===== src/rpfs_pkg.sv =====
// rpfs_pkg: register map, field positions, reset values and clock figures of the reset pin function select block.
// assumes one bus clock domain; all users import the whole package.
package rpfs_pkg;
  localparam int ADDR_W = 4;
  localparam int DATA_W = 8;
  localparam int NUM_PINS = 6;
  localparam int NUM_KEYPAD = 4;
  localparam int DEBUG_PIN = 4;
  localparam int SHARED_PIN = 5;

  localparam logic [ADDR_W-1:0] SYSTEM_OPTIONS_ONE_OFS = 4'h0;
  localparam logic [ADDR_W-1:0] IRQ_CTRL_OFS = 4'h1;
  localparam logic [ADDR_W-1:0] PULLUP_ENABLE_OFS = 4'h2;
  localparam logic [ADDR_W-1:0] KEYPAD_ENABLE_OFS = 4'h3;
  localparam logic [ADDR_W-1:0] KEYPAD_EDGE_OFS = 4'h4;
  localparam logic [ADDR_W-1:0] DEBUG_FORCE_RESET_REGISTER_OFS = 4'h5;
  localparam logic [ADDR_W-1:0] CLOCK_CTRL_OFS = 4'h6;
  localparam logic [ADDR_W-1:0] PIN_STATUS_OFS = 4'h7;

  // system_options_one fields
  localparam int RESET_PIN_ENABLE_BIT = 0;
  localparam int DEBUG_PIN_ENABLE_BIT = 1;
  // irq control fields
  localparam int IRQ_PIN_ENABLE_BIT = 0;
  localparam int IRQ_PULL_DISABLE_BIT = 1;
  localparam int IRQ_RISE_EDGE_BIT = 2;
  // debug force reset register field
  localparam int DEBUG_FORCE_RESET_BIT = 0;
  // clock control fields
  localparam int BUS_DIV_LSB = 0;
  localparam int BDC_ALT_CLK_BIT = 2;

  localparam logic DEBUG_PIN_ENABLE_RESET = 1'b1;
  localparam logic [2:0] IRQ_CTRL_RESET = 3'h0;
  localparam logic [NUM_PINS-1:0] PULLUP_ENABLE_RESET = 6'h00;
  localparam logic [NUM_KEYPAD-1:0] KEYPAD_RESET = 4'h0;
  localparam logic BDC_ALT_CLK_RESET = 1'b0;

  // internal clock source figures; bus clock = source / 2**div
  localparam int CLK_SRC_MHZ = 16;
  localparam int BUS_CLK_RESET_MHZ = 4;
  localparam int BUS_DIV_RATIO = CLK_SRC_MHZ / BUS_CLK_RESET_MHZ;
  localparam logic [1:0] BUS_DIV_RESET = 2'($clog2(BUS_DIV_RATIO));

  typedef enum logic [1:0] {FN_PORT, FN_RESET, FN_IRQ, FN_CAPTURE} rpfs_fn_t;
endpackage


===== src/rpfs_pull_if.sv =====
// rpfs_pull_if: pull requests and resolved pull devices passed between the mux and the pull resolver.
// assumes both ends sit on the same bus clock.
`timescale 1ns/10ps
`default_nettype none
interface rpfs_pull_if #(parameter int N = 6);
  logic [N-1:0] pull_req;
  logic [N-1:0] out_en;
  logic [N-1:0] to_down;
  logic [N-1:0] pull_en;
  logic [N-1:0] pull_dn;
  modport ctl (input pull_req, input out_en, input to_down, output pull_en, output pull_dn);
  modport top (output pull_req, output out_en, output to_down, input pull_en, input pull_dn);
endinterface
`default_nettype wire


===== src/rpfs_pull_ctl.sv =====
// rpfs_pull_ctl: per-pin pull device resolution, purely combinational.
// assumes the caller registers the results before they leave the block.
`timescale 1ns/10ps
`default_nettype none
module rpfs_pull_ctl #(
  parameter int N = 6
) (
  rpfs_pull_if.ctl pif
);
  genvar g;
  generate
    for (g = 0; g < N; g++) begin : g_pin
      // a driven pin never keeps its pull device
      assign pif.pull_en[g] = pif.pull_req[g] & ~pif.out_en[g];
      assign pif.pull_dn[g] = pif.pull_req[g] & ~pif.out_en[g] & pif.to_down[g];
    end
  endgenerate
endmodule // rpfs_pull_ctl
`default_nettype wire


===== src/rpfs_reset_pin_mux.sv =====
// rpfs_reset_pin_mux: function select and pulls for the shared reset pin and the debug/mode-select pin.
// assumes i_por is high together with i_reset for a power-on reset, from logic on i_sys_clk;
// pin levels arrive asynchronously and are synchronised here.
//
// The implementer's own choices: the plain strobed port and the register offsets.
`timescale 1ns/10ps
`default_nettype none
// Summary of operation
// - all registers clocked by the bus clock
// - reset defaults give 4 MHz bus
// - user-mode power-on: shared pin is port input
// - software sets reset function, sticky until power-on
// - low on reset-function pin resets device
// - reset function turns on shared pin pullup
// - background power-on: shared pin is reset input
// - timer capture mode routes shared pin
// - pin reset only enters user mode
// - mode pin low at power-on or debug force reset enters background mode
// - irq function pull selectable up or down
// - debug enable turns on debug pin pullup
// - keypad edge select turns pullup into pulldown
// - each input pin has software pullup
// - low clock offered as debug clock
// - debug enable set on every reset
// - output pins lose their pullup
module rpfs_reset_pin_mux
  import rpfs_pkg::*;
(
  input wire logic i_sys_clk,
  input wire logic i_reset,
  input wire logic i_por,
  input wire logic [ADDR_W-1:0] i_addr,
  input wire logic [DATA_W-1:0] i_wdata,
  input wire logic i_wr,
  input wire logic i_rd,
  input wire logic [NUM_PINS-1:0] i_pin_in,
  input wire logic [NUM_PINS-1:0] i_pin_out_en,
  input wire logic i_port_a_bit_four_out,
  input wire logic i_timer_two_out,
  input wire logic i_timer_two_out_en,
  input wire logic i_timer_two_capture_mode,
  input wire logic i_bdc_out,
  input wire logic i_bdc_out_en,
  output logic [DATA_W-1:0] o_rdata,
  output logic o_ext_reset_req,
  output logic o_force_reset_req,
  output logic o_background_mode,
  output logic o_port_a_bit_five_in,
  output logic o_irq_in,
  output logic o_timer_two_capture_input,
  output logic o_debug_pin_in,
  output logic o_debug_pin_out,
  output logic o_debug_pin_oe_n,
  output logic [NUM_PINS-1:0] o_pullup_en,
  output logic [NUM_PINS-1:0] o_pulldown_en,
  output logic [1:0] o_bus_div_sel,
  output logic o_bdc_clk_low_sel
);

  // all state below is on i_sys_clk, the bus clock
  logic [NUM_PINS-1:0] pin_meta_reg;
  logic [NUM_PINS-1:0] pin_sync_reg;
  logic reset_pin_enable_reg;
  logic debug_pin_enable_reg;
  logic irq_pin_enable_reg;
  logic irq_pull_disable_reg;
  logic irq_rise_reg;
  logic [NUM_PINS-1:0] pullup_enable_reg;
  logic [NUM_KEYPAD-1:0] keypad_pin_enable_reg;
  logic [NUM_KEYPAD-1:0] keypad_edge_select_reg;
  logic [1:0] bus_div_reg;
  logic bdc_alt_clk_reg;
  logic force_pend_reg;
  logic reset_d_reg;
  logic background_reg;
  rpfs_fn_t fn_reg;
  logic [DATA_W-1:0] rdata_reg;
  logic ext_reset_reg;
  logic port_in_reg;
  logic irq_in_reg;
  logic capture_in_reg;
  logic debug_in_reg;
  logic debug_out_reg;
  logic debug_oe_n_reg;
  logic [NUM_PINS-1:0] pullup_reg;
  logic [NUM_PINS-1:0] pulldown_reg;

  rpfs_pull_if #(.N(NUM_PINS)) pull_bus ();

  rpfs_pull_ctl #(.N(NUM_PINS)) u_pull (
    .pif(pull_bus)
  );

  // address decode
  wire wr_opts = i_wr & (i_addr == SYSTEM_OPTIONS_ONE_OFS);
  wire wr_irq = i_wr & (i_addr == IRQ_CTRL_OFS);
  wire wr_pue = i_wr & (i_addr == PULLUP_ENABLE_OFS);
  wire wr_kpe = i_wr & (i_addr == KEYPAD_ENABLE_OFS);
  wire wr_kpes = i_wr & (i_addr == KEYPAD_EDGE_OFS);
  wire wr_dfr = i_wr & (i_addr == DEBUG_FORCE_RESET_REGISTER_OFS);
  wire wr_clk = i_wr & (i_addr == CLOCK_CTRL_OFS);

  wire dbg_level = pin_sync_reg[DEBUG_PIN];
  wire shared_level = pin_sync_reg[SHARED_PIN];
  wire force_req = wr_dfr & i_wdata[DEBUG_FORCE_RESET_BIT];
  wire reset_release = reset_d_reg & ~i_reset;

  // mode entered at the end of this reset: only power-on or a debug force reset
  // may sample the mode pin; any other reset source lands in user mode
  wire enter_background = (i_por | force_pend_reg) & ~dbg_level;

  // shared pin function, reset function has priority
  rpfs_fn_t fn_next;
  assign fn_next = reset_pin_enable_reg ? FN_RESET :
                   irq_pin_enable_reg ? FN_IRQ :
                   i_timer_two_capture_mode ? FN_CAPTURE : FN_PORT;

  // debug pin: debug controller, then timer output, then port
  wire dbg_drive = debug_pin_enable_reg ? i_bdc_out_en :
                   i_timer_two_out_en ? 1'b1 : i_pin_out_en[DEBUG_PIN];
  wire dbg_value = debug_pin_enable_reg ? i_bdc_out :
                   i_timer_two_out_en ? i_timer_two_out : i_port_a_bit_four_out;

  // pull requests per pin
  genvar g;
  generate
    for (g = 0; g < NUM_PINS; g++) begin : g_req
      if (g < NUM_KEYPAD) begin : g_kp
        assign pull_bus.pull_req[g] = pullup_enable_reg[g];
        assign pull_bus.to_down[g] = keypad_pin_enable_reg[g] & keypad_edge_select_reg[g];
        assign pull_bus.out_en[g] = i_pin_out_en[g];
      end else if (g == DEBUG_PIN) begin : g_dbg
        assign pull_bus.pull_req[g] = debug_pin_enable_reg | pullup_enable_reg[g];
        assign pull_bus.to_down[g] = 1'b0;
        assign pull_bus.out_en[g] = dbg_drive;
      end else begin : g_shared
        // the shared pin is input only, so it never loses its pull to an output
        assign pull_bus.pull_req[g] = reset_pin_enable_reg ? 1'b1 :
                                      irq_pin_enable_reg ? ~irq_pull_disable_reg :
                                      pullup_enable_reg[g];
        assign pull_bus.to_down[g] = ~reset_pin_enable_reg & irq_pin_enable_reg & irq_rise_reg;
        assign pull_bus.out_en[g] = 1'b0;
      end
    end
  endgenerate

  // read mux; unmapped offsets and write-only bits read zero
  logic [DATA_W-1:0] rdata_next;
  always_comb begin
    rdata_next = '0;
    case (i_addr)
      SYSTEM_OPTIONS_ONE_OFS: begin
        rdata_next[RESET_PIN_ENABLE_BIT] = reset_pin_enable_reg;
        rdata_next[DEBUG_PIN_ENABLE_BIT] = debug_pin_enable_reg;
      end
      IRQ_CTRL_OFS: begin
        rdata_next[IRQ_PIN_ENABLE_BIT] = irq_pin_enable_reg;
        rdata_next[IRQ_PULL_DISABLE_BIT] = irq_pull_disable_reg;
        rdata_next[IRQ_RISE_EDGE_BIT] = irq_rise_reg;
      end
      PULLUP_ENABLE_OFS: begin
        rdata_next[NUM_PINS-1:0] = pullup_enable_reg;
      end
      KEYPAD_ENABLE_OFS: begin
        rdata_next[NUM_KEYPAD-1:0] = keypad_pin_enable_reg;
      end
      KEYPAD_EDGE_OFS: begin
        rdata_next[NUM_KEYPAD-1:0] = keypad_edge_select_reg;
      end
      CLOCK_CTRL_OFS: begin
        rdata_next[BUS_DIV_LSB+1:BUS_DIV_LSB] = bus_div_reg;
        rdata_next[BDC_ALT_CLK_BIT] = bdc_alt_clk_reg;
      end
      PIN_STATUS_OFS: begin
        rdata_next[0] = background_reg;
        rdata_next[1] = shared_level;
        rdata_next[2] = dbg_level;
        rdata_next[5:4] = fn_reg;
      end
      default: begin
        rdata_next = '0;
      end
    endcase
    if (!i_rd) begin
      rdata_next = '0;
    end
  end

  // pin synchronisers, never reset so they track the pins through reset
  always_ff @(posedge i_sys_clk) begin
    pin_meta_reg <= i_pin_in;
    pin_sync_reg <= pin_meta_reg;
  end

  // reset function: only power-on clears it, so a pin reset cannot undo itself
  always_ff @(posedge i_sys_clk) begin
    if (i_por) begin
      reset_pin_enable_reg <= ~dbg_level;
    end else if (wr_opts && i_wdata[RESET_PIN_ENABLE_BIT]) begin
      reset_pin_enable_reg <= 1'b1;
    end
  end

  always_ff @(posedge i_sys_clk) begin
    if (i_reset) begin
      debug_pin_enable_reg <= DEBUG_PIN_ENABLE_RESET;
    end else if (wr_opts) begin
      debug_pin_enable_reg <= i_wdata[DEBUG_PIN_ENABLE_BIT];
    end
  end

  always_ff @(posedge i_sys_clk) begin
    if (i_reset) begin
      {irq_rise_reg, irq_pull_disable_reg, irq_pin_enable_reg} <= IRQ_CTRL_RESET;
    end else if (wr_irq) begin
      irq_pin_enable_reg <= i_wdata[IRQ_PIN_ENABLE_BIT];
      irq_pull_disable_reg <= i_wdata[IRQ_PULL_DISABLE_BIT];
      irq_rise_reg <= i_wdata[IRQ_RISE_EDGE_BIT];
    end
  end

  always_ff @(posedge i_sys_clk) begin
    if (i_reset) begin
      pullup_enable_reg <= PULLUP_ENABLE_RESET;
    end else if (wr_pue) begin
      pullup_enable_reg <= i_wdata[NUM_PINS-1:0];
    end
  end

  always_ff @(posedge i_sys_clk) begin
    if (i_reset) begin
      keypad_pin_enable_reg <= KEYPAD_RESET;
      keypad_edge_select_reg <= KEYPAD_RESET;
    end else begin
      if (wr_kpe) begin
        keypad_pin_enable_reg <= i_wdata[NUM_KEYPAD-1:0];
      end
      if (wr_kpes) begin
        keypad_edge_select_reg <= i_wdata[NUM_KEYPAD-1:0];
      end
    end
  end

  always_ff @(posedge i_sys_clk) begin
    if (i_reset) begin
      bus_div_reg <= BUS_DIV_RESET;
      bdc_alt_clk_reg <= BDC_ALT_CLK_RESET;
    end else if (wr_clk) begin
      bus_div_reg <= i_wdata[BUS_DIV_LSB+1:BUS_DIV_LSB];
      bdc_alt_clk_reg <= i_wdata[BDC_ALT_CLK_BIT];
    end
  end

  // force request survives the reset it causes so the mode pin is sampled;
  // a new request in the release cycle wins over the clear
  always_ff @(posedge i_sys_clk) begin
    reset_d_reg <= i_reset;
    if (force_req && !i_reset) begin
      force_pend_reg <= 1'b1;
    end else if (reset_release || (i_por && i_reset)) begin
      force_pend_reg <= 1'b0;
    end
  end

  always_ff @(posedge i_sys_clk) begin
    if (i_reset) begin
      background_reg <= enter_background;
    end
  end

  // function select forced to port only during a power-on reset
  always_ff @(posedge i_sys_clk) begin
    if (i_reset && i_por) begin
      fn_reg <= FN_PORT;
    end else begin
      fn_reg <= fn_next;
    end
  end

  // registered pin-facing outputs
  always_ff @(posedge i_sys_clk) begin
    if (i_reset && i_por) begin
      ext_reset_reg <= 1'b0;
      port_in_reg <= 1'b0;
      irq_in_reg <= 1'b0;
      capture_in_reg <= 1'b0;
    end else begin
      // a pin reset is requested only while the reset function owns the pin
      ext_reset_reg <= reset_pin_enable_reg & ~shared_level;
      port_in_reg <= shared_level;
      irq_in_reg <= (fn_next == FN_IRQ) & shared_level;
      capture_in_reg <= (fn_next == FN_CAPTURE) & shared_level;
    end
  end

  // debug pin released and high in reset, so the mode pin shows only the host
  always_ff @(posedge i_sys_clk) begin
    if (i_reset) begin
      debug_in_reg <= 1'b1;
      debug_out_reg <= 1'b1;
      debug_oe_n_reg <= 1'b1;
    end else begin
      debug_in_reg <= dbg_level;
      debug_out_reg <= dbg_value;
      debug_oe_n_reg <= ~dbg_drive;
    end
  end

  // pulls held off in reset: inputs come out of reset high impedance
  always_ff @(posedge i_sys_clk) begin
    if (i_reset) begin
      pullup_reg <= '0;
      pulldown_reg <= '0;
    end else begin
      pullup_reg <= pull_bus.pull_en & ~pull_bus.pull_dn;
      pulldown_reg <= pull_bus.pull_dn;
    end
  end

  always_ff @(posedge i_sys_clk) begin
    if (i_reset) begin
      rdata_reg <= '0;
    end else begin
      rdata_reg <= rdata_next;
    end
  end

  assign o_rdata = rdata_reg;
  assign o_ext_reset_req = ext_reset_reg;
  assign o_force_reset_req = force_pend_reg;
  assign o_background_mode = background_reg;
  assign o_port_a_bit_five_in = port_in_reg;
  assign o_irq_in = irq_in_reg;
  assign o_timer_two_capture_input = capture_in_reg;
  assign o_debug_pin_in = debug_in_reg;
  assign o_debug_pin_out = debug_out_reg;
  assign o_debug_pin_oe_n = debug_oe_n_reg;
  assign o_pullup_en = pullup_reg;
  assign o_pulldown_en = pulldown_reg;
  assign o_bus_div_sel = bus_div_reg;
  assign o_bdc_clk_low_sel = bdc_alt_clk_reg;

endmodule // rpfs_reset_pin_mux
`default_nettype wire


===== config.mk =====
export PLATFORM = sky130hd
export DESIGN_NAME = rpfs_reset_pin_mux
export DESIGN_NICKNAME = d
export VERILOG_FILES = /design/src/rpfs_pkg.sv /design/src/rpfs_pull_if.sv /design/src/rpfs_pull_ctl.sv /design/src/rpfs_reset_pin_mux.sv
export SDC_FILE = /design/constraint.sdc
export NUM_CORES = 1
export LEC_CHECK = 0
export BUFFER_PORTS_ARGS = -buffer_cell sky130_fd_sc_hd__buf_4
export CAP_MARGIN = 20
export CORE_ASPECT_RATIO = 0.8
export CORE_UTILIZATION = 45
export CTS_CLUSTER_SIZE = 8
export DETAILED_ROUTE_END_ITERATION = 8
export PLACE_DENSITY = 0.73
export SYNTH_ARGS = -nofsm -noshare
export SYNTH_HDL_FRONTEND = slang
export SYNTH_SLANG_ARGS = --single-unit
export TNS_END_PERCENT = 5

===== constraint.sdc =====
create_clock -name i_sys_clk -period 2.7 [get_ports i_sys_clk]
set_clock_uncertainty 0.05 [all_clocks]
set_input_delay 0.135 -clock i_sys_clk [delete_from_list [all_inputs] [get_ports i_sys_clk]]
set_output_delay 0.135 -clock i_sys_clk [all_outputs]
set_load 0.01 [all_outputs]

==> flow_summary.yaml <==
outcome:
  status: "finished, final reports clean"
power:
  vdd_drop_max_v: 0.000265
  sequentialPowerShare_pct: 56.4
  p_comb_share_pct: 9.0
  powerDensity_nw_per_um2: 557
  fin_total_pwr_mw: 1.50
  leakage_nw: 1.17
  switching_power_mw: 0.335
  p_clk_share_pct: 34.6
  internal_power_mw: 1.17
  switching_share_pct: 22.3
synth:
  seq_area_frac_synth_pct: 52.3
  synth_top_area_share_pct: 49.5
  synth_edf_count: 2
  yosysWarnings: 0
  synthMostInstantiatedCell: "dfxtp_1"
  synth_common_cells: "53 x dfxtp_1, 33 x nor2_1, 21 x nand2_1, 18 x mux2i_1, 14 x a21oi_1"
  ys_seq_elements: 55
  netlist_top_cells_area: "dfxtp_1 50%, mux2i_1 8.4%, nor2_1 5.8%"
  syn_area_per_cell_um2: 9.65
  synth_top_area_cell: "dfxtp_1"
  syn_inst: 222
  synth.distinct_cells: 41
  ys_async_sr_fraction_pct: 0
  synthFlopType: "dfxtp_1"
  synth.cell_area_um2: 2140
worst_setup_path:
  worstPathCellList: "inv_1 -> o31a_1 -> or3b_1 -> a31oi_1"
  critical_path_buf_inv_count: 1
  r2r_setup_slack_ns: 1.19
  crit_arrival_ns: 1.69
  cp-end-kind: "flip-flop"
  worstPathRequired_ns: 2.88
  cpMaxStageDelayCell: "dfxtp_1"
  timing.rr.start: "irq_pin_enable_reg"
  cp_slowest_stage_delay_ns: 0.45
  r2r_end: "o_rdata[0]"
  r2r_cells: 4
  critPathMaxFanout: 7
  worstSetupPathType: "flip-flop to flip-flop"
  crit_family: "compound AO/OA/AOI/OAI gates"
  startpoint_type: "flip-flop"
clocking:
  htreeDepth: 2
  postCtsSetupRepairBufs: 0
  root_buffer: "clkbuf_8"
  cts_buffers: 5
  clock_path_buffers: 2
  tritoncts: "yes"
  cts.sinks: 55
  clk_pin_slew_ns: 0.09
  clock_latency_ns: 0.30
  cts_resized: 0
grt:
  overflow: 0
  grt_use_total_pct: 19.3
  antenna_found_initial: 0
  grt_pass1_wl_mm: 7.39
  grt_pass1_vias: 1583
  grt_max_degree: 40
hold_path:
  worst_hold_path_type: "input pin to flip-flop"
  hold_depth: 3
  hp-start: "i_bdc_out"
  holdPathEnd: "o_debug_pin_out"
timing:
  rsz0062_at_grt: "no"
  slew_violations: 0
  period_share_pct: 56.0
  hold_viol_final: 0
  max_freq_ghz: 0.662
  period_minus_slack_ns: 1.51
  slew_headroom_pct: 63.3
  setup_viol: 0
  setup_tns_ns: 0
  worst_pin_slew_ns: 0.549
layout:
  n_fill_cell: 429
  fin_nets: 310
  num_antenna_cells: 0
  drive_gt1_share_pct: 26.1
  syn2layout_area_growth_pct: 25.8
drt:
  drt_wl_total_mm: 4.59
  avgViaCountPerCell: 5.15
  antenna_left: 0
  drt_drc_violations_left: 0
  first_pass_iters: 4
  drtIter0Drc: 146
  vias: 1731
  routedWlPerCell_um: 13.7
floorplan:
  die_area_um2: 5040
  fp.dieH_um: 63.7
  initial_core_util_pct: 46.9
  placementRows: 22
  io_pins: 67
  die_width_um: 79.1
  core_um2: 4570
flow_run:
  maxCapViolations: 0
place:
  io_buffer_count: 56
  place.gp.congestion: 0.755
  dp_hpwl_mm: 3.23
## cells by family after synthesis
group / after synthesis / share of synthesized area (%)
AO/OA/AOI/OAI: 32 / 9.17
AND/OR/NAND/NOR: 94 / 22.4
multiplexers: 22 / 11.0
flip-flops: 55 / 52.3
other: 1 / 0.175
buffers and inverters: 18 / 4.85
## worst min-delay path, cell delays in order
cell and delay (ns):
buf_4 0.08, mux2i_1 0.06, nand2b_1 0.06
## power by group through the flow
stage	sequential [mW]	clock, mW	combinational (mW)
after floorplan	0.868	0	0.0688
after global placement	0.866	0	0.129
after detailed placement	0.866	0	0.130
after CTS	0.847	0.532	0.135
after global routing	0.850	0.569	0.147
final	0.847	0.519	0.135
## final cells by class
class                      count  area, um2  area share [%]
sequential                    55       1120            41.6
multi-input combinational    151        925            34.3
timing repair buffer          59        450            16.7
clock buffer                   7        108            3.99
tap                           60       75.1            2.79
inverter                       3       11.3           0.418
clock inverter                 1       5.00           0.186
## routing by layer
layer	global-route usage [%]	part of all wire, %
met3	4.93	5.6
met5	0	0
met4	6.14	0.91
met2	30.1	46
met1	26.0	47
## worst max path at each step
stage	end	slack [ns]	cells after the start	start
after floorplan	o_rdata[0]	1.39	4	irq_pin_enable_reg
after global placement	keypad_pin_enable_reg[2]	1.20	5	i_addr[2]
after detailed placement	keypad_pin_enable_reg[3]	1.14	5	i_addr[2]
after CTS	o_rdata[0]	1.19	4	irq_pin_enable_reg
after global routing	o_rdata[0]	1.11	4	irq_pin_enable_reg
final	o_rdata[0]	1.19	4	irq_pin_enable_reg
## layout by cell type (no fill, tap or decap), types with 3 or more instances in the layout
master         synthesis  layout
inv_1                  3       3
buf_4                  5      56
dlygate4sd3_1          0       3
a22oi_1                3       3
mux2_2                 3       3
a21oi_1               14      14
nor2b_1                4       4
nand2b_1               3       3
nand2_1               21      21
or3_1                  3       3
o21ai_0                6       6
nand3_1               11      11
mux2i_1               18      18
conb_1                 1       3
nand3b_1               4       4
dfxtp_1               53      53
clkbuf_8               0       6
nor2_1                33      33
## per-stage QoR
| step | instance area, um2 | util [%] | cells | worst slack (ns) | hold WS, ns |
|---|---|---|---|---|---|
| 2_1_floorplan | 2150 | - | 224 | 1.39 | 0.113 |
| 3_3_place_gp | 2550 | 55.9 | 325 | 1.20 | 0.191 |
| 3_5_place_dp | 2550 | 55.9 | 325 | 1.14 | 0.191 |
| 4_1_cts | 2700 | 59.0 | 336 | 1.19 | 0.00421 |
| 5_1_grt | 2700 | 59.0 | 336 | 1.11 | 0.00113 |
| 6_report | 2700 | 59.0 | 336 | 1.19 | 0.00788 |
## what timing repair did
action | 4_1_cts | 5_1_grt
endpoints found under the hold margin | 3 | 0
endpoints found under the setup margin | 0 | 0
hold buffers | 3 | 0
No activity file was read; power rests on OpenSTA's default activity.
